$ cat config.mk
export PLATFORM = sky130hd
export DESIGN_NAME = scsi_cdb_decoder
export DESIGN_NICKNAME = d
export VERILOG_FILES = /design/src/design/cdb_pkg.sv /design/src/design/scsi_cdb_decoder.sv
export VERILOG_INCLUDE_DIRS = /design/src /design/src/design
export SDC_FILE = /design/constraint.sdc
export NUM_CORES = 1
export LEC_CHECK = 0
export ABC_AREA = 1
export BUFFER_PORTS_ARGS = -buffer_cell sky130_fd_sc_hd__buf_4
export CORE_UTILIZATION = 26
export CTS_CLUSTER_DIAMETER = 200
export DETAILED_ROUTE_END_ITERATION = 8
export REMOVE_ABC_BUFFERS = 1
export SYNTH_ARGS = -nofsm -noshare
export SYNTH_HDL_FRONTEND = slang
export SYNTH_SLANG_ARGS = --single-unit
$ cat constraint.sdc
create_clock -name clock -period 3.3 [get_ports clock]
set_input_delay 0.825 -clock clock [delete_from_list [all_inputs] [get_ports clock]]
set_output_delay 0.825 -clock clock [all_outputs]
set_load 0.03 [all_outputs]
$ cat src/design/cdb_regs.svh
// Purpose: Register map, field places and reset values of the CDB decoder
// Assumes: APB with 32-bit data, one aligned word per register
// Notes:   Definitions only
`ifndef CDB_REGS_SVH
`define CDB_REGS_SVH

// ----------------------------------------------------------------------
// Register offsets (byte addresses)
// ----------------------------------------------------------------------
`define CDB_OFS_CTRL     8'h00
`define CDB_OFS_STATUS   8'h04
`define CDB_OFS_IRQ_EN   8'h08
`define CDB_OFS_IRQ_CLR  8'h0C
`define CDB_OFS_INFO     8'h10
`define CDB_OFS_LBA      8'h14
`define CDB_OFS_LEN      8'h18

// ----------------------------------------------------------------------
// Fields and reset values
// ----------------------------------------------------------------------
`define CDB_CTRL_EN_BIT    0
`define CDB_CTRL_LINK_BIT  1
`define CDB_CTRL_RESET     2'h1
`define CDB_ST_DONE_BIT    0
`define CDB_ST_ERR_BIT     1
`define CDB_ST_W           2

// ----------------------------------------------------------------------
// Command descriptor block layout
// ----------------------------------------------------------------------
`define CDB_LEN_SIX        4'h6
`define CDB_LEN_TEN        4'hA
`define CDB_LEN_TWELVE     4'hC
`define CDB_LEN_NONE       4'h0
`define CDB_MAX_BYTES      12
`define CDB_GRP_SIX        3'h0
`define CDB_GRP_TEN_A      3'h1
`define CDB_GRP_TEN_B      3'h2
`define CDB_GRP_TWELVE     3'h5
`define CDB_TEN_RSVD_BYTE  6
`define CDB_TWL_RSVD_BYTE  10

`endif

$ cat src/design/cdb_pkg.sv
// Purpose: Types shared by the CDB decoder and its bench
// Assumes: Constants live in cdb_regs.svh
// Notes:   No imports anywhere; use cdb_pkg::name
package cdb_pkg;

  typedef enum logic [1:0] {
    ST_IDLE    = 2'b00,
    ST_COLLECT = 2'b01,
    ST_CHECK   = 2'b10
  } state_t;

  typedef struct packed {
    logic        psel;
    logic        penable;
    logic        pwrite;
    logic [7:0]  paddr;
    logic [31:0] pwdata;
  } apb_req_t;

  typedef struct packed {
    logic [7:0]  opcode;
    logic [2:0]  group;
    logic [4:0]  cmd_code;
    logic [2:0]  lun;
    logic [31:0] lba;
    logic [31:0] xfer_len;
    logic [7:0]  control;
    logic        check_cond;
    logic        illegal_req;
    logic        medium_ok;
    logic        link;
    logic        flag;
  } cdb_result_t;

endpackage

$ cat src/design/scsi_cdb_decoder.sv
// Purpose: Collect a command descriptor block byte by byte and decode it
// Assumes: Bytes arrive synchronous to clock on a valid/ready handshake
// Notes:   Registers on APB, zero wait states, one level interrupt
//
// Operation
// RULE_01 - Byte zero of every received block is taken as the operation code.
// RULE_02 - Every mandatory operation code is accepted by the supported table.
// RULE_03 - Initiator drives reserved bits, fields and bytes to zero.
// RULE_04 - Non-zero reserved content or reserved code gives check, illegal.
// RULE_05 - Initiator never sends reserved codes; vendor codes are vendor's.
// RULE_06 - Supported optional commands behave exactly as standard defines.
// RULE_07 - Block starts with operation code and ends with control byte.
// RULE_08 - Invalid parameter ends the command and leaves the medium alone.
// RULE_09 - Some commands are followed by a parameter list in data out.
// RULE_10 - Group code is upper three bits, command code lower five.
// RULE_11 - Group 0 six, 1 and 2 ten, 5 twelve bytes; others not.
// RULE_12 - Six-byte: unit in byte 1 top, address to byte 3, length 4.
// RULE_13 - Ten-byte: address bytes 2-5, byte 6 reserved, length 7-8.
// RULE_14 - Twelve-byte: address 2-5, length 6-9, byte 10 reserved.
// RULE_15 - After identify, the unit number field in the block is ignored.
// RULE_16 - Address is 21 bits in six-byte, 32 bits in longer blocks.
// RULE_17 - Link zero with flag one gives check condition, illegal request.
// RULE_18 - First byte fixes remaining count; checks start after control byte.
// RULE_19 - Reserved and vendor groups are invalid: check, illegal request.
//
// Chosen here: register access over APB and the placing of the registers.
`timescale 1ns/1ps
`include "cdb_regs.svh"

module scsi_cdb_decoder #(
  parameter logic [255:0] SUPPORTED_OPS = {
    64'h0000_0000_0000_0000, 32'hFFFF_FFFF, 64'h0000_0000_0000_0000,
    96'hFFFF_FFFF_FFFF_FFFF_FFFF_FFFF}
) (
  input  wire  logic                 clock,
  input  wire  logic                 rst,
  input  wire  cdb_pkg::apb_req_t    apb_req,
  output logic [31:0]                prdata,
  output logic                       pready,
  output logic                       pslverr,
  input  wire  logic [7:0]           cdb_byte,
  input  wire  logic                 cdb_valid,
  output logic                       cdb_ready,
  input  wire  logic                 lun_identified,
  input  wire  logic [2:0]           identify_lun,
  output cdb_pkg::cdb_result_t       result,
  output logic                       result_valid,
  output logic                       irq
);

  // --------------------------------------------------------------------
  // Helpers
  // --------------------------------------------------------------------
  function automatic logic [3:0] group_len(input logic [2:0] grp);
    unique case (grp)
      `CDB_GRP_SIX:    group_len = `CDB_LEN_SIX;     // [RULE_11]
      `CDB_GRP_TEN_A,
      `CDB_GRP_TEN_B:  group_len = `CDB_LEN_TEN;     // [RULE_11]
      `CDB_GRP_TWELVE: group_len = `CDB_LEN_TWELVE;  // [RULE_11]
      default:         group_len = `CDB_LEN_NONE;    // [RULE_19]
    endcase
  endfunction

  cdb_pkg::state_t   state_reg;
  cdb_pkg::state_t   state_next;
  logic [7:0]        buf_reg [`CDB_MAX_BYTES];
  logic [3:0]        count_reg;
  logic [3:0]        len_reg;
  logic [1:0]        ctrl_reg;
  logic [`CDB_ST_W-1:0] status_reg;
  logic [`CDB_ST_W-1:0] irq_en_reg;
  logic              take;
  logic              last_byte;
  logic              apb_wr;
  logic              apb_rd;
  cdb_pkg::cdb_result_t dec;

  assign take      = cdb_valid && cdb_ready;
  assign last_byte = take && (count_reg + 4'h1 == len_reg);
  assign apb_wr    = apb_req.psel && apb_req.penable && apb_req.pwrite;
  assign apb_rd    = apb_req.psel && !apb_req.pwrite;

  // --------------------------------------------------------------------
  // Collection state machine
  // --------------------------------------------------------------------
  always_comb begin
    state_next = state_reg;
    unique case (state_reg)
      cdb_pkg::ST_IDLE: begin
        if (take) begin
          // Unknown groups have no length, so judge them on byte zero
          if (group_len(cdb_byte[7:5]) == `CDB_LEN_NONE) begin
            state_next = cdb_pkg::ST_CHECK;         // [RULE_19]
          end else begin
            state_next = cdb_pkg::ST_COLLECT;       // [RULE_18]
          end
        end
      end
      cdb_pkg::ST_COLLECT: begin
        if (last_byte) begin
          state_next = cdb_pkg::ST_CHECK;           // [RULE_07] [RULE_18]
        end
      end
      cdb_pkg::ST_CHECK: state_next = cdb_pkg::ST_IDLE;
      default:           state_next = cdb_pkg::ST_IDLE;
    endcase
  end

  always_ff @(posedge clock) begin
    if (rst) begin
      state_reg <= cdb_pkg::ST_IDLE;
    end else begin
      state_reg <= state_next;
    end
  end

  // Ready is dropped for the check cycle so no byte of the next block mixes
  always_ff @(posedge clock) begin
    if (rst) begin
      cdb_ready <= 1'b0;
    end else begin
      cdb_ready <= ctrl_reg[`CDB_CTRL_EN_BIT] &&
                   (state_next != cdb_pkg::ST_CHECK);
    end
  end

  always_ff @(posedge clock) begin
    if (rst) begin
      count_reg <= 4'h0;
      len_reg   <= `CDB_LEN_NONE;
    end else if (take && state_reg == cdb_pkg::ST_IDLE) begin
      count_reg <= 4'h1;
      len_reg   <= group_len(cdb_byte[7:5]);        // [RULE_18]
    end else if (take) begin
      count_reg <= count_reg + 4'h1;
    end
  end

  genvar gi;
  generate
    for (gi = 0; gi < `CDB_MAX_BYTES; gi++) begin : g_byte
      always_ff @(posedge clock) begin
        if (rst) begin
          buf_reg[gi] <= 8'h00;
        end else if (take && state_reg == cdb_pkg::ST_IDLE) begin
          // Byte zero is always the operation code
          buf_reg[gi] <= (gi == 0) ? cdb_byte : 8'h00;  // [RULE_01]
        end else if (take && count_reg == 4'(gi)) begin
          buf_reg[gi] <= cdb_byte;
        end
      end
    end
  endgenerate

  // --------------------------------------------------------------------
  // Field decode and checks, valid only in the check cycle
  // --------------------------------------------------------------------
  always_comb begin
    logic [7:0] ctl;
    logic       bad;
    ctl = 8'h00;
    bad = 1'b0;
    dec = '0;
    dec.opcode   = buf_reg[0];                      // [RULE_01]
    dec.group    = buf_reg[0][7:5];                 // [RULE_10]
    dec.cmd_code = buf_reg[0][4:0];                 // [RULE_10]
    // Unit number field only counts when no identify selected a unit
    dec.lun = lun_identified ? identify_lun : buf_reg[1][7:5]; // [RULE_15]
    unique case (len_reg)
      `CDB_LEN_SIX: begin
        dec.lba      = {11'h000, buf_reg[1][4:0], buf_reg[2],
                        buf_reg[3]};                 // [RULE_12] [RULE_16]
        dec.xfer_len = {24'h00_0000, buf_reg[4]};   // [RULE_12]
        ctl          = buf_reg[5];
      end
      `CDB_LEN_TEN: begin
        dec.lba      = {buf_reg[2], buf_reg[3], buf_reg[4],
                        buf_reg[5]};                 // [RULE_13] [RULE_16]
        dec.xfer_len = {16'h0000, buf_reg[7], buf_reg[8]}; // [RULE_13]
        ctl          = buf_reg[9];
        bad = bad || (buf_reg[`CDB_TEN_RSVD_BYTE] != 8'h00); // [RULE_04]
      end
      `CDB_LEN_TWELVE: begin
        dec.lba      = {buf_reg[2], buf_reg[3], buf_reg[4],
                        buf_reg[5]};                 // [RULE_14] [RULE_16]
        dec.xfer_len = {buf_reg[6], buf_reg[7], buf_reg[8],
                        buf_reg[9]};                 // [RULE_14] [RULE_09]
        ctl          = buf_reg[11];
        bad = bad || (buf_reg[`CDB_TWL_RSVD_BYTE] != 8'h00); // [RULE_04]
      end
      default: begin
        bad = 1'b1;                                  // [RULE_19] [RULE_05]
      end
    endcase
    dec.control = ctl;                               // [RULE_07]
    dec.link    = ctl[0];
    dec.flag    = ctl[1];
    bad = bad || (ctl[5:2] != 4'h0);                 // [RULE_04]
    bad = bad || (!ctl[0] && ctl[1]);                // [RULE_17]
    // Linking is optional; without it either bit is refused
    bad = bad || (!ctrl_reg[`CDB_CTRL_LINK_BIT] && (ctl[1:0] != 2'b00));
    // Unsupported codes are refused rather than half executed
    bad = bad || !SUPPORTED_OPS[buf_reg[0]];         // [RULE_02] [RULE_06]
    dec.check_cond  = bad;                           // [RULE_04]
    dec.illegal_req = bad;                           // [RULE_04]
    dec.medium_ok   = !bad;                          // [RULE_08]
  end

  always_ff @(posedge clock) begin
    if (rst) begin
      result       <= '0;
      result_valid <= 1'b0;
    end else begin
      // Result holds until the next block is judged, so software may read late
      result_valid <= (state_reg == cdb_pkg::ST_CHECK);
      if (state_reg == cdb_pkg::ST_CHECK) begin
        result <= dec;                               // [RULE_08]
      end
    end
  end

  // --------------------------------------------------------------------
  // Registers and interrupt
  // --------------------------------------------------------------------
  always_ff @(posedge clock) begin
    if (rst) begin
      ctrl_reg   <= `CDB_CTRL_RESET;
      irq_en_reg <= '0;
    end else if (apb_wr) begin
      if (apb_req.paddr == `CDB_OFS_CTRL) begin
        ctrl_reg <= apb_req.pwdata[1:0];
      end
      if (apb_req.paddr == `CDB_OFS_IRQ_EN) begin
        irq_en_reg <= apb_req.pwdata[`CDB_ST_W-1:0];
      end
    end
  end

  // Sticky events: a new event wins over a clear in the same cycle
  logic [`CDB_ST_W-1:0] st_ev;
  logic [`CDB_ST_W-1:0] st_clr;

  always_comb begin
    st_ev                   = '0;
    st_ev[`CDB_ST_DONE_BIT] = (state_reg == cdb_pkg::ST_CHECK);
    st_ev[`CDB_ST_ERR_BIT]  = (state_reg == cdb_pkg::ST_CHECK) &&
                              dec.check_cond;
  end

  // Only a write to the clear register may drop a status bit
  assign st_clr = (apb_wr && apb_req.paddr == `CDB_OFS_IRQ_CLR) ?
                  apb_req.pwdata[`CDB_ST_W-1:0] : '0;

  always_ff @(posedge clock) begin
    if (rst) begin
      status_reg <= '0;
    end else begin
      status_reg <= (status_reg & ~st_clr) | st_ev;
    end
  end

  // Registered so the pin is glitch free; it trails status by a cycle,
  // so a clear reaches the pin two cycles after the write
  always_ff @(posedge clock) begin
    if (rst) begin
      irq <= 1'b0;
    end else begin
      irq <= |(status_reg & irq_en_reg);
    end
  end

  always_ff @(posedge clock) begin
    if (rst) begin
      prdata  <= 32'h0000_0000;
      pready  <= 1'b0;
      pslverr <= 1'b0;
    end else begin
      // Zero wait states: data is latched in setup and stands in access;
      // a slower source would need pready held low instead
      pready  <= apb_req.psel && !apb_req.penable;
      pslverr <= 1'b0;
      prdata  <= 32'h0000_0000;
      if (apb_req.psel && !apb_req.penable) begin
        unique case (apb_req.paddr)
          `CDB_OFS_CTRL:    prdata <= {30'h0, ctrl_reg};
          `CDB_OFS_STATUS:  prdata <= {30'h0, status_reg};
          `CDB_OFS_IRQ_EN:  prdata <= {30'h0, irq_en_reg};
          `CDB_OFS_IRQ_CLR: prdata <= 32'h0000_0000;
          `CDB_OFS_INFO:    prdata <= {result.opcode, result.control,
                                       5'h00, result.lun,
                                       3'h0, result.flag, result.link,
                                       result.medium_ok,
                                       result.illegal_req,
                                       result.check_cond};
          `CDB_OFS_LBA:     prdata <= result.lba;
          `CDB_OFS_LEN:     prdata <= result.xfer_len;
          default:          pslverr <= 1'b1;
        endcase
        if (apb_rd == 1'b0) begin
          prdata <= 32'h0000_0000;
        end
      end
    end
  end

endmodule

Word-level counts from Yosys, hierarchy flattened
Memories as Yosys holds them, arrays and structs flattened.
Cells that the tools add are included.
{"block": "word_totals", "in_bits": 58, "out_inout_bits": 133, "wordCells": 231, "mem_bits_rw": 96, "latchBits": 0, "n_memories": 2, "romBits": 256, "ff_bits": 148}
{"block": "classes", "div_mod_pow": 0, "add_sub_neg": 1, "eq_ne": 27, "bitwise_logic": 30, "magnitude_cmp": 1, "shift": 0, "mul": 0, "mux": 94, "reduce_logical": 52}
{"name": "(no name shown)", "words": 256, "word_bits": 1, "rd": 1, "rd_clocked_by_memory_dff": 0, "write_ports": 0, "line_no": "scsi_cdb_decoder.sv:203", "text": "bad = bad || !SUPPORTED_OPS[buf_reg[0]];"}
{"name": "buf_reg", "words": 12, "word_bits": 8, "rd": 12, "rd_clocked_by_memory_dff": 0, "write_ports": 12, "line_no": "scsi_cdb_decoder.sv:66", "text": "logic [7:0] buf_reg [`CDB_MAX_BYTES];"}
{"op": "$mux 8", "n": 24}
{"op": "$pmux 32 s6", "n": 1}
{"op": "$pmux 64 s3", "n": 1}
{"op": "$mux 1", "n": 57}
{"op": "$eq 4x4->1 const B", "n": 6}
{"op": "$eq 8x5->1 const B", "n": 3}
{"op": "$logic_and 1x1->1", "n": 24}
{"op": "$or 1x1->1", "n": 24}
{"op": "$pmux 8 s3", "n": 1}
{"op": "$eq 4x3->1 const B", "n": 5}
{"op": "$eq 8x4->1 const B", "n": 2}
{"op": "$reduce_bool 8->1", "n": 2}
{"op": "$pmux 4 s3", "n": 1}
{"op": "$lt 8x9->1 const B", "n": 1}
{"op": "$eq 4x2->1 const B", "n": 2}
{"op": "$eq 8x3->1 const B", "n": 1}
{"op": "$logic_not 4->1", "n": 2}
{"op": "$logic_not 8->1", "n": 1}
{"op": "$mux 2", "n": 4}
{"op": "$mux 4", "n": 2}
{"op": "$reduce_or 2->1", "n": 4}
{"op": "$reduce_or 7->1", "n": 1}
{"op": "$logic_not 1->1", "n": 6}
{"op": "$add 4x1->4 const B", "n": 1}
{"op": "22 further kinds", "n": 29}

Longest topological paths before layout
Gate-level depths: netlist of the first run.
{"block": "logic_depth", "ltp_word": 11, "depth_mapped": 11, "depth_no_buf": 11}

Worst setup path before layout of the first run
Ideal clock, no wire load.
{"block": "synth_path", "kind": "input port to flip-flop", "start": "input cdb_valid", "end": "memory buf_reg[0][0], enable pin", "t_arrival_ns": 1.958, "n_path_buf": 1, "setup_ns": 0.384, "required_ns": 2.916, "path_slack_ns": 0.958, "stages": 5, "path_cell_list": "nand2_2 -> inv_2 -> buf_2 -> nand2_1 -> o21ai_0"}
{"element": "start, declared", "line_no": "scsi_cdb_decoder.sv:42", "text": "input wire logic cdb_valid,"}
{"element": "end, declared", "line_no": "scsi_cdb_decoder.sv:66"}

Final worst setup path of the first run
{"block": "layout_path", "start": "register len_reg[1]", "end": "register status_reg[1]"}
{"block": "layout_between", "elab_chain_len": 9, "word_cells_on_any_way": 16, "cone_classes": "3 x eq/ne; 2 x mux; 1 x bitwise; 10 x reduce/logical"}
{"element": "start, declared", "line_no": "scsi_cdb_decoder.sv:68", "text": "logic [3:0] len_reg;"}
{"element": "start signal, assigned", "line_no": "scsi_cdb_decoder.sv:130", "text": "len_reg <= `CDB_LEN_NONE;"}
{"element": "start signal, assigned", "line_no": "scsi_cdb_decoder.sv:133", "text": "len_reg <= group_len(cdb_byte[7:5]);"}
{"element": "$eq 4x4->1 / $eq 4x3->1 (equally long branches)", "line_no": "scsi_cdb_decoder.sv:169", "text": "unique case (len_reg)"}
{"element": "$pmux 8 s3", "line_no": "scsi_cdb_decoder.sv:169"}
{"element": "$reduce_bool 4->1 / $logic_not 1->1 (equally long branches)", "line_no": "scsi_cdb_decoder.sv:198, scsi_cdb_decoder.sv:199"}
{"element": "$logic_or 1x1->1 / $logic_and 1x1->1 (equally long branches)", "line_no": "scsi_cdb_decoder.sv:198, scsi_cdb_decoder.sv:199"}
{"element": "$logic_or 1x1->1", "line_no": "scsi_cdb_decoder.sv:199", "text": "bad = bad || (!ctl[0] && ctl[1]);"}
{"element": "$logic_or 1x1->1 (*)", "line_no": "scsi_cdb_decoder.sv:201", "text": "bad = bad || (!ctrl_reg[`CDB_CTRL_LINK_BIT] && (ctl[1:0] != 2'b00));"}
{"element": "$logic_or 1x1->1 (*)", "line_no": "scsi_cdb_decoder.sv:203"}
{"element": "$logic_and 1x1->1 (*)", "line_no": "scsi_cdb_decoder.sv:246", "text": "st_ev[`CDB_ST_ERR_BIT] = (state_reg == cdb_pkg::ST_CHECK) &&"}
{"element": "$or 2x2->2 (*)", "line_no": "scsi_cdb_decoder.sv:258", "text": "status_reg <= (status_reg & ~st_clr) | st_ev;"}
{"element": "end signal, assigned", "line_no": "scsi_cdb_decoder.sv:258"}
{"element": "end, declared", "line_no": "scsi_cdb_decoder.sv:70", "text": "logic [`CDB_ST_W-1:0] status_reg;"}
Every way passes the cells marked *; elsewhere a longest branch is shown, timed or not.
A chain may end at the register's enable or synchronous reset.

==> summary.txt, run 1 <==
Hold path
  • Hold Startpoint: result[15]
  • Hold depth: 2
  • Worst Hold Class: flop to flop

Timing
  • PnR worst setup slack: 1.052 ns
  • Total Neg Setup Slack: 0 ns
  • Final period util: 68.13%
  • Fin. Hold Viols: 0
  • Worst Tran Pin Value: 1.041 ns
  • Fin crit period: 2.248 ns
  • Count of final setup violators: 0
  • Max-slew violations: 0
  • Slew margin rel.: 30.59%
  • Fmax: 444.8 MHz
  • RSZ-0062 raised after global routing: false
  • Hold slack: 0.4830 ns
  • Final Skew: 0.02277 ns

Layout
  • Most common cell after layout, fill and taps aside: nand2_1
  • Most frequent cells in the layout: nand2_1, buf_4, nor2_1
  • Share of cells above drive strength 1: 19.64%
  • Post-Layout Cell Count: 1746
  • FILL cells: 3810
  • N_diodes: 0
  • Largest register FFs: 96
  • Nets: 1323
  • Final Util: 33.20%
  • Syn-to-layout area delta: 25.66%
  • Finished Cell Area: 12160 um2

Route
  • Vias: 8168
  • Vias per cell: 4.678
  • DRT iter0 DRCs: 571
  • Drt first pass iters: 6
  • Final WL: 29730 um
  • Wire per inst: 17.03 um
  • DRC Markers: 0
  • ANT nets after route: 0

Placed design
  • Port-buffer cells: 160
  • Global placer's final weighted congestion: 0.8986
  • Area after DPL: 11350 um2
  • Worst slack at placement: 0.5761 ns
  • DP HPWL: 21200 um
  • Inst Count DP: 1702

GRT
  • Largest net degree at the start of global routing: 113
  • Global-route wire length before repair: 45370 um
  • Total Routing Usage GR: 15.30%
  • Congestion Overflow GR: 0
  • Vias in the first global route: 7811
  • Initial antenna violation count: 0

Clock tree
  • Skew-Pair Late Insertion Delay: 0.53 ns
  • # Post-CTS Setup Buffers: 0
  • H-tree depth: 1
  • CTS tree: done
  • CTS sink count: 233
  • Post-cts resize count: 0
  • Clock tree buffer depth: 3
  • Hold buffers post-CTS: 0
  • CTS Buf Count: 25
  • Clock Pin Slew Worst Setup and Hold Paths: 0.06 ns
  • Clock Tree Root: clkbuf_16

Setup path
  • Crit path launch: len_reg[1]
  • CP Class: flop to flop
  • Critical path required time: 3.68 ns
  • Reg2reg path depth: 10
  • Endpoint type of the worst setup path: flop
  • Reg-to-reg startpoint: len_reg[1]
  • Critical Path Source Type: flop
  • Critical path arrival: 2.63 ns
  • Critical-path cell list: inv_1, nand3_1, buf_4, nor2_1, nor2_1, nand2_1, nor2_1, nand2_1, nand2_1, a21oi_1
  • Critical-path top delay cell: dfxtp_1
  • Crit-path max cell delay: 0.63 ns
  • Critical Path Fanout Max: 15

Pwr
  • Design Power: 6.275 mW
  • PwrDens: 516.3 nW/um2
  • Leak: 4.885 nW
  • VDD IR-drop max: 369.2 uV

Logic synthesis
  • Area share of the largest cell type after synthesis: 29.80%
  • Mapped Avg Cell Area: 8.660 um2
  • Register area share after synthesis: 58.16%
  • Area leader, netlist: edfxtp_1
  • Synth unique cells: 37
  • Ys Warns: 0
  • Top_reg_cell synth: dfxtp_1
  • Synthesized flop and latch total: 233
  • Synth Cell Area: 9673 um2
  • Asr flop ratio synth: 0%
  • Post-Syn Instances: 1117
  • Post-synth EDFFs: 96
  • Ranking of synthesized cells by area: edfxtp_1, dfxtp_1, nand2_1

Floorplan
  • Io pins: 191
  • Overall die width: 194.9 um
  • Core area: 36610 um2
  • Row cnt: 70
  • Die ar.: 37980 um2
  • Die height: 194.9 um
  • Initial Utilization: 26.42%

Status
  • Status: finished clean

Flow run
  • Max-cap violations: 0
critical path: cells and delay by family, from the launching register on:
kind                   cells  cell delay, ns
flip-flops                 1            0.63
buffers and inverters      2            0.42
AND/OR/NAND/NOR            7            0.98
AO/OA/AOI/OAI              1            0.08
logic make-up after synthesis:
family | share of synthesized area [%]
buf+inv | 7.269
compound gates | 12.33
xor+xnor | 0.4527
fa+ha+maj | 0.5174
simple gates | 21.28
flops | 58.16
path summary, 6_finish.rpt:
check / endpoint / slack (ns)
max: status_reg[1] / 1.05
min reg2reg: result[15] / 0.48
min: result[15] / 0.48
max reg2reg: status_reg[1] / 1.05
per-layer routing:
metal / up-vias / part of all wire, % / track usage (%)
li1: 3979 / - / -
met1: 3891 / 44 / 19.86
met2: 237 / 48 / 25.82
met3: 61 / 5.3 / 2.499
met4: 0 / 3.2 / 4.899
met5: - / 0 / 0
cell usage after synthesis, types with 2 or more instances:
| master | number |
|---|---|
| nand3_4 | 3 |
| nor3_4 | 2 |
| a31oi_1 | 17 |
| edfxtp_1 | 96 |
| dfxtp_1 | 137 |
| xor2_1 | 4 |
| o221ai_1 | 6 |
| o211ai_1 | 4 |
| a22o_1 | 6 |
| buf_4 | 16 |
| o2bb2ai_1 | 2 |
| inv_2 | 7 |
| a21oi_1 | 94 |
| ha_1 | 4 |
| buf_1 | 4 |
| clkbuf_1 | 40 |
| buf_2 | 13 |
| o32ai_1 | 2 |
| buf_6 | 2 |
| nor2_1 | 185 |
| nand2_2 | 3 |
| nand2_1 | 229 |
| o21ai_0 | 80 |
| nor3_1 | 5 |
| nand3_1 | 50 |
| inv_1 | 81 |
| o31ai_1 | 2 |
| nand4_1 | 14 |
power by group:
part | internal, mW | total, mW | leakage, nW | switching, mW
registers | 3.10 | 3.16 | 2.12 | 0.0606
logic | 0.101 | 0.358 | 2.37 | 0.257
clock network | 1.62 | 2.76 | 0.394 | 1.14
total | 4.82 | 6.28 | 4.88 | 1.46
layout make-up:
class / instances / area (um2) / share of cell area, %
flip-flops and latches: 233 / 5625 / 46.28
multi-input cells: 721 / 3347 / 27.53
repair buffers: 192 / 1466 / 12.06
clock buffers: 34 / 689.4 / 5.672
well taps: 468 / 585.6 / 4.817
inverters: 88 / 330.3 / 2.717
clock inverters: 10 / 111.4 / 0.9161
Power figures use the tool's default switching activity.
==> inputs of run 2 (changes only) <==
- clock period: 3.3 -> 1.8 ns (I/O delays scaled with it)
==> summary.txt, run 2 (synthesis results as in run 1) <==
Status
  • Status: finished clean

Floorplan
  • Row cnt: 70 (unchanged)
  • Die height: 194.9 um (unchanged)
  • Io pins: 191 (unchanged)
  • Overall die width: 194.9 um (unchanged)
  • Initial Utilization: 26.42% (unchanged)
  • Die ar.: 37980 um2 (unchanged)
  • Core area: 36610 um2 (unchanged)

Clock tree
  • Skew-Pair Late Insertion Delay: 0.52 ns (about the same)
  • CTS sink count: 233 (unchanged)
  • Clock Tree Root: clkbuf_16
  • H-tree depth: 1 (unchanged)
  • Clock Pin Slew Worst Setup and Hold Paths: 0.06 ns (about the same)
  • CTS tree: done
  • Clock tree buffer depth: 3 (unchanged)
  • Hold buffers post-CTS: 0 (unchanged)
  • CTS Buf Count: 25 (unchanged)

Setup path
  • Critical-path cell list: inv_1, ha_1, xor2_1, nor3_1, nand3_1, nand3_1, nor2_1
  • CP Class: flop to flop
  • Critical path required time: 2.20 ns (-1.48 ns)
  • Critical Path Source Type: flop
  • Critical Path Fanout Max: 5 (-10)
  • Most prevalent standard cell on the critical path: nand3_1
  • Endpoint type of the worst setup path: flop
  • Critical path arrival: 2.08 ns (-0.55 ns)
  • Crit-path max cell delay: 0.42 ns (-0.21 ns)
  • Critical-path top delay cell: dfxtp_1

Route
  • Vias: 8371 (+2.5%)
  • DRC Markers: 0 (unchanged)
  • Vias per cell: 4.627 (-1.1%)
  • Wire per inst: 16.72 um (-1.8%)
  • Drt first pass iters: 5 (-1)
  • Final WL: 30240 um (+1.7%)
  • ANT nets after route: 0 (unchanged)
  • DRT iter0 DRCs: 598 (+4.7%)

Pwr
  • Leak: 5.272 nW (+7.9%)
  • VDD IR-drop max: 607.7 uV (+65%)
  • PwrDens: 896.9 nW/um2 (+74%)

Timing
  • Count of final setup violators: 0 (unchanged)
  • Max-slew violations: 0 (unchanged)
  • Hold slack: 0.1213 ns (-0.3616 ns)
  • Total Neg Setup Slack: 0 ns (unchanged)
  • Fin crit period: 1.683 ns (-0.5648 ns)
  • PnR worst setup slack: 0.1167 ns (-0.9352 ns)
  • Final period util: 93.52% (+25 points)
  • Worst Tran Pin Value: 0.5498 ns (-0.4914 ns)
  • RSZ-0062 raised after global routing: false
  • Final Skew: 0.007591 ns (-0.01518 ns)
  • Fmax: 594.1 MHz (+34%)
  • Slew margin rel.: 63.31% (+33 points)
  • Fin. Hold Viols: 0 (unchanged)

Layout
  • Most frequent cells in the layout: buf_4, nand2_1, nor2_1
  • Share of cells above drive strength 1: 23.64% (+4.0 points)
  • Largest register FFs: 96 (unchanged)
  • Most common cell after layout, fill and taps aside: buf_4
  • Syn-to-layout area delta: 33.24%
  • Post-Layout Cell Count: 1809 (+3.6%)
  • N_diodes: 0 (unchanged)
  • Finished Cell Area: 12890 um2 (+6.0%)
  • Nets: 1385 (+4.7%)

Hold path
  • Worst Hold Class: input pin to flop

Flow run
  • Max-cap violations: 0 (unchanged)

Placed design
  • DP HPWL: 22290 um (+5.1%)
  • Worst slack at placement: -0.2431 ns (-0.8192 ns)
  • Area after DPL: 12080 um2 (+6.4%)
  • Global placer's final weighted congestion: 0.8461 (-5.8%)
  • Inst Count DP: 1764 (+3.6%)
  • Port-buffer cells: 160 (unchanged)

GRT
  • Largest net degree at the start of global routing: 47 (-58%)
  • Vias in the first global route: 8194 (+4.9%)
  • Congestion Overflow GR: 0 (unchanged)
  • Global-route wire length before repair: 46600 um (+2.7%)
  • Total Routing Usage GR: 15.75% (+0.45 points)
  • Initial antenna violation count: 0 (unchanged)
## run 2: cell types whose count changed in the layout (fill, tap and decap cells not counted), sizes merged
cell    delta
buf       +62
clkinv     +3
inv        -2
bufinv     -1
clkbuf     +1
## run 2: stage by stage
step	power (mW)	util, %
floorplan	6.223	-
global placement	6.681	33.00
detailed placement	6.698	33.00
CTS	11.66	35.15
global route	11.98	35.21
finish	11.56	35.21
## run 2: path summary, 6_finish.rpt
| kind | startpoint | end | slack, ns | depth (start not counted) |
|---|---|---|---|---|
| worst max register to register | count_reg[0] | cdb_ready | 0.12 | 7 |
| worst min-delay path | apb_req[41] | pready | 0.12 | 2 |
| worst min register to register | result[64] | result[64] | 0.49 | 2 |
| worst max-delay path | count_reg[0] | cdb_ready | 0.12 | 7 |
## run 2: final cells by class
cell class                 count  area, um2
inverter                      88      330.3
clock buffer                  35      714.4
multi-input combinational    721       3362
fill                        3771      23720
clock inverter                10      72.57
sequential                   233       5629
timing repair buffer         254       2195
tap                          468      585.6
## run 2: layer usage
layer / share of wire, % / track usage (%) / vias to the layer above
met5: 0 / 0 / -
met4: 2.5 / 4.549 / 0
met3: 6.5 / 2.724 / 46
met2: 48 / 26.89 / 275
met1: 43 / 20.29 / 3939
li1: - / - / 4111
## run 2: critical path: cells and delay by family, from the launching register on
family | cells | cell delay, ns
AND/OR/NAND/NOR | 4 | 0.54
flip-flops | 1 | 0.42
adder cells (fa/ha/maj) | 1 | 0.34
XOR/XNOR | 1 | 0.17
buffers and inverters | 1 | 0.11
## run 2: timing repair
| action | CTS | global route |
|---|---|---|
| setup buffers | 0 | 0 |
| resized for setup | 0 | 7 |
| endpoints found under the setup margin | 0 | 20 |
## run 2: where the power goes
group	switching, mW	internal (mW)
Combinational	0.497	0.299
Sequential	0.107	5.68
Clock	2.08	2.90
==> inputs of run 3 (changes only) <==
--- a/config.mk
+++ b/config.mk
@@ -10,2 +10,4 @@
 export BUFFER_PORTS_ARGS = -buffer_cell sky130_fd_sc_hd__buf_4
+export CELL_PAD_IN_SITES_DETAIL_PLACEMENT = 0
+export CELL_PAD_IN_SITES_GLOBAL_PLACEMENT = 1
 export CORE_UTILIZATION = 26
@@ -13,2 +15,3 @@
 export DETAILED_ROUTE_END_ITERATION = 8
+export PLACE_DENSITY_LB_ADDON = 0.1
 export REMOVE_ABC_BUFFERS = 1
==> constraint.sdc (replaced) <==
create_clock -name clock -period 1.8 [get_ports clock]
set_input_delay 0 -clock clock [delete_from_list [all_inputs] [get_ports clock]]
set_output_delay 0 -clock clock [all_outputs]
set_load 0.03 [all_outputs]
==> summary.txt, run 3 (synthesis results as in run 1) <==
Pwr
  • PwrDens: 966.8 nW/um2 (+7.8%)
  • VDD IR-drop max: 644.1 uV (+6.0%)
  • Leak: 5.541 nW (+5.1%)

Layout
  • Finished Cell Area: 13390 um2 (+3.9%)
  • Most common cell after layout, fill and taps aside: buf_4
  • Largest register FFs: 96 (unchanged)
  • Post-Layout Cell Count: 1848 (+2.2%)
  • Syn-to-layout area delta: 38.38%
  • Most frequent cells in the layout: buf_4, nand2_1, nor2_1
  • FILL cells: 3845 (+2.0%)
  • Nets: 1419 (+2.5%)
  • N_diodes: 0 (unchanged)
  • Share of cells above drive strength 1: 24.49% (+0.85 points)
  • Final Util: 36.56% (+1.4 points)

Floorplan
  • Die height: 194.9 um (unchanged)
  • Io pins: 191 (unchanged)
  • Row cnt: 70 (unchanged)
  • Core area: 36610 um2 (unchanged)
  • Overall die width: 194.9 um (unchanged)
  • Initial Utilization: 26.42% (unchanged)
  • Die ar.: 37980 um2 (unchanged)

Route
  • Vias per cell: 4.534 (-2.0%)
  • DRC Markers: 0 (unchanged)
  • Final WL: 34420 um (+14%)
  • ANT nets after route: 0 (unchanged)
  • Wire per inst: 18.63 um (+11%)
  • Drt first pass iters: 5 (unchanged)
  • Vias: 8378 (+0.084%)
  • DRT iter0 DRCs: 475 (-21%)

Setup path
  • CP Class: input pin to flop
  • Critical path arrival: 2.20 ns (+0.12 ns)
  • Critical path required time: 2.23 ns (+0.03 ns)
  • Critical Path Source Type: input pin
  • Endpoint type of the worst setup path: flop
  • Critical Path Fanout Max: 5 (unchanged)

Timing
  • Max-slew violations: 0 (unchanged)
  • Fmax: 567.0 MHz (-4.6%)
  • Fin crit period: 1.764 ns (+0.08046 ns)
  • Hold slack: 0.009228 ns (-0.1121 ns)
  • Count of final setup violators: 0 (unchanged)
  • Final period util: 97.99% (+4.5 points)
  • Fin. Hold Viols: 0 (unchanged)
  • Total Neg Setup Slack: 0 ns (unchanged)
  • Final Skew: 0.02015 ns (+0.01256 ns)
  • Worst Tran Pin Value: 0.6605 ns (+0.1107 ns)
  • Slew margin rel.: 55.92% (-7.4 points)

Clock tree
  • H-tree depth: 1 (unchanged)
  • Clock Pin Slew Worst Setup and Hold Paths: 0.06 ns (about the same)
  • # Post-CTS Setup Buffers: 0 (unchanged)
  • Skew-Pair Late Insertion Delay: 0.56 ns (+0.04 ns)
  • Clock tree buffer depth: 3 (unchanged)
  • CTS sink count: 233 (unchanged)
  • Clock Tree Root: clkbuf_16
  • CTS Buf Count: 29 (+16%)
  • CTS tree: done

Status
  • Status: finished clean

Placed design
  • Area after DPL: 11900 um2 (-1.5%)
  • Inst Count DP: 1760 (-0.23%)
  • DP HPWL: 24880 um (+12%)
  • Global placer's final weighted congestion: 0.7839 (-7.4%)
  • Port-buffer cells: 160 (unchanged)

Flow run
  • Max-cap violations: 0 (unchanged)

GRT
  • Congestion Overflow GR: 0 (unchanged)
  • Total Routing Usage GR: 18.09% (+2.3 points)
  • Initial antenna violation count: 0 (unchanged)
  • Global-route wire length before repair: 52250 um (+12%)
  • Largest net degree at the start of global routing: 42 (-11%)
  • Vias in the first global route: 8544 (+4.3%)

Hold path
  • Worst Hold Class: input pin to flop
[run 3: cell types whose count changed in the layout (fill, tap and decap cells not counted), moves of 3 or more]
cell           previous run  this run
clkbuf_1                  6         3
clkbuf_16                26        33
nand2_2                   4         8
clkbuf_8                  3         7
dlygate4sd3_1             0        31
clkinv_2                  4         8
clkinv_1                  4         0
nor3_1                    5         0
nor3_2                    0         5
buf_12                   23        12
nand2_1                 228       224
buf_4                   231       237
[run 3: area by class of cell]
cell class                 instances  area [um2]  area share (%)
timing repair buffer             284        2390           17.85
clock inverter                    12       142.6           1.066
tap                              468       585.6           4.375
clock buffer                      42       908.4           6.786
multi-input combinational        721        3401           25.41
inverter                          88       331.6           2.477
sequential                       233        5627           42.04
[run 3: power by group]
part,switching [mW],internal (mW),total [mW]
Sequential,0.112,5.68,5.79
Combinational,0.530,0.293,0.822
Clock,2.40,3.92,6.32
Total,3.04,9.90,12.9
[run 3: per-layer routing]
metal | vias to the layer above | GRT usage [%] | wire length (um) | share of wire [%]
met5 | - | 0 | 0 | 0
met4 | 0 | 4.783 | 621 | 1.8
met3 | 40 | 2.429 | 1223 | 3.6
met2 | 166 | 30.21 | 16390 | 48
met1 | 3989 | 24.46 | 16190 | 47
li1 | 4183 | - | - | -
[run 3: repair_timing]
action	in CTS	in global routing
hold buffers	34	1
resized for setup	0	17
setup endpoints to repair	0	41
hold endpoints to repair	74	1
[run 3: worst max-delay path: stages]
cell and delay (ns):
dlygate4sd3_1 0.54, buf_4 0.17, a221oi_2 0.27, dlygate4sd3_1 0.60
nor3b_1 0.05, dlygate4sd3_1 0.57
[run 3: final timing paths]
| kind | start | to | slack (ns) | cells past startpoint |
|---|---|---|---|---|
| worst max-delay path | apb_req[34] | pslverr | 0.04 | 6 |
| worst min-delay path | rst | result[79] | 0.009 | 4 |
| worst min register to register | result[68] | result[68] | 0.48 | 2 |
| worst max register to register | len_reg[2] | status_reg[1] | 0.10 | 12 |
[run 3: metrics by stage]
stage / total power, mW / setup slack, ns
detailed placement: 6.669 / 0.05327
floorplan: 6.223 / -1.467
finish: 12.94 / 0.03621
global route: 13.38 / -0.0008225
CTS: 13.07 / 0.01643
global placement: 6.667 / 0.08771
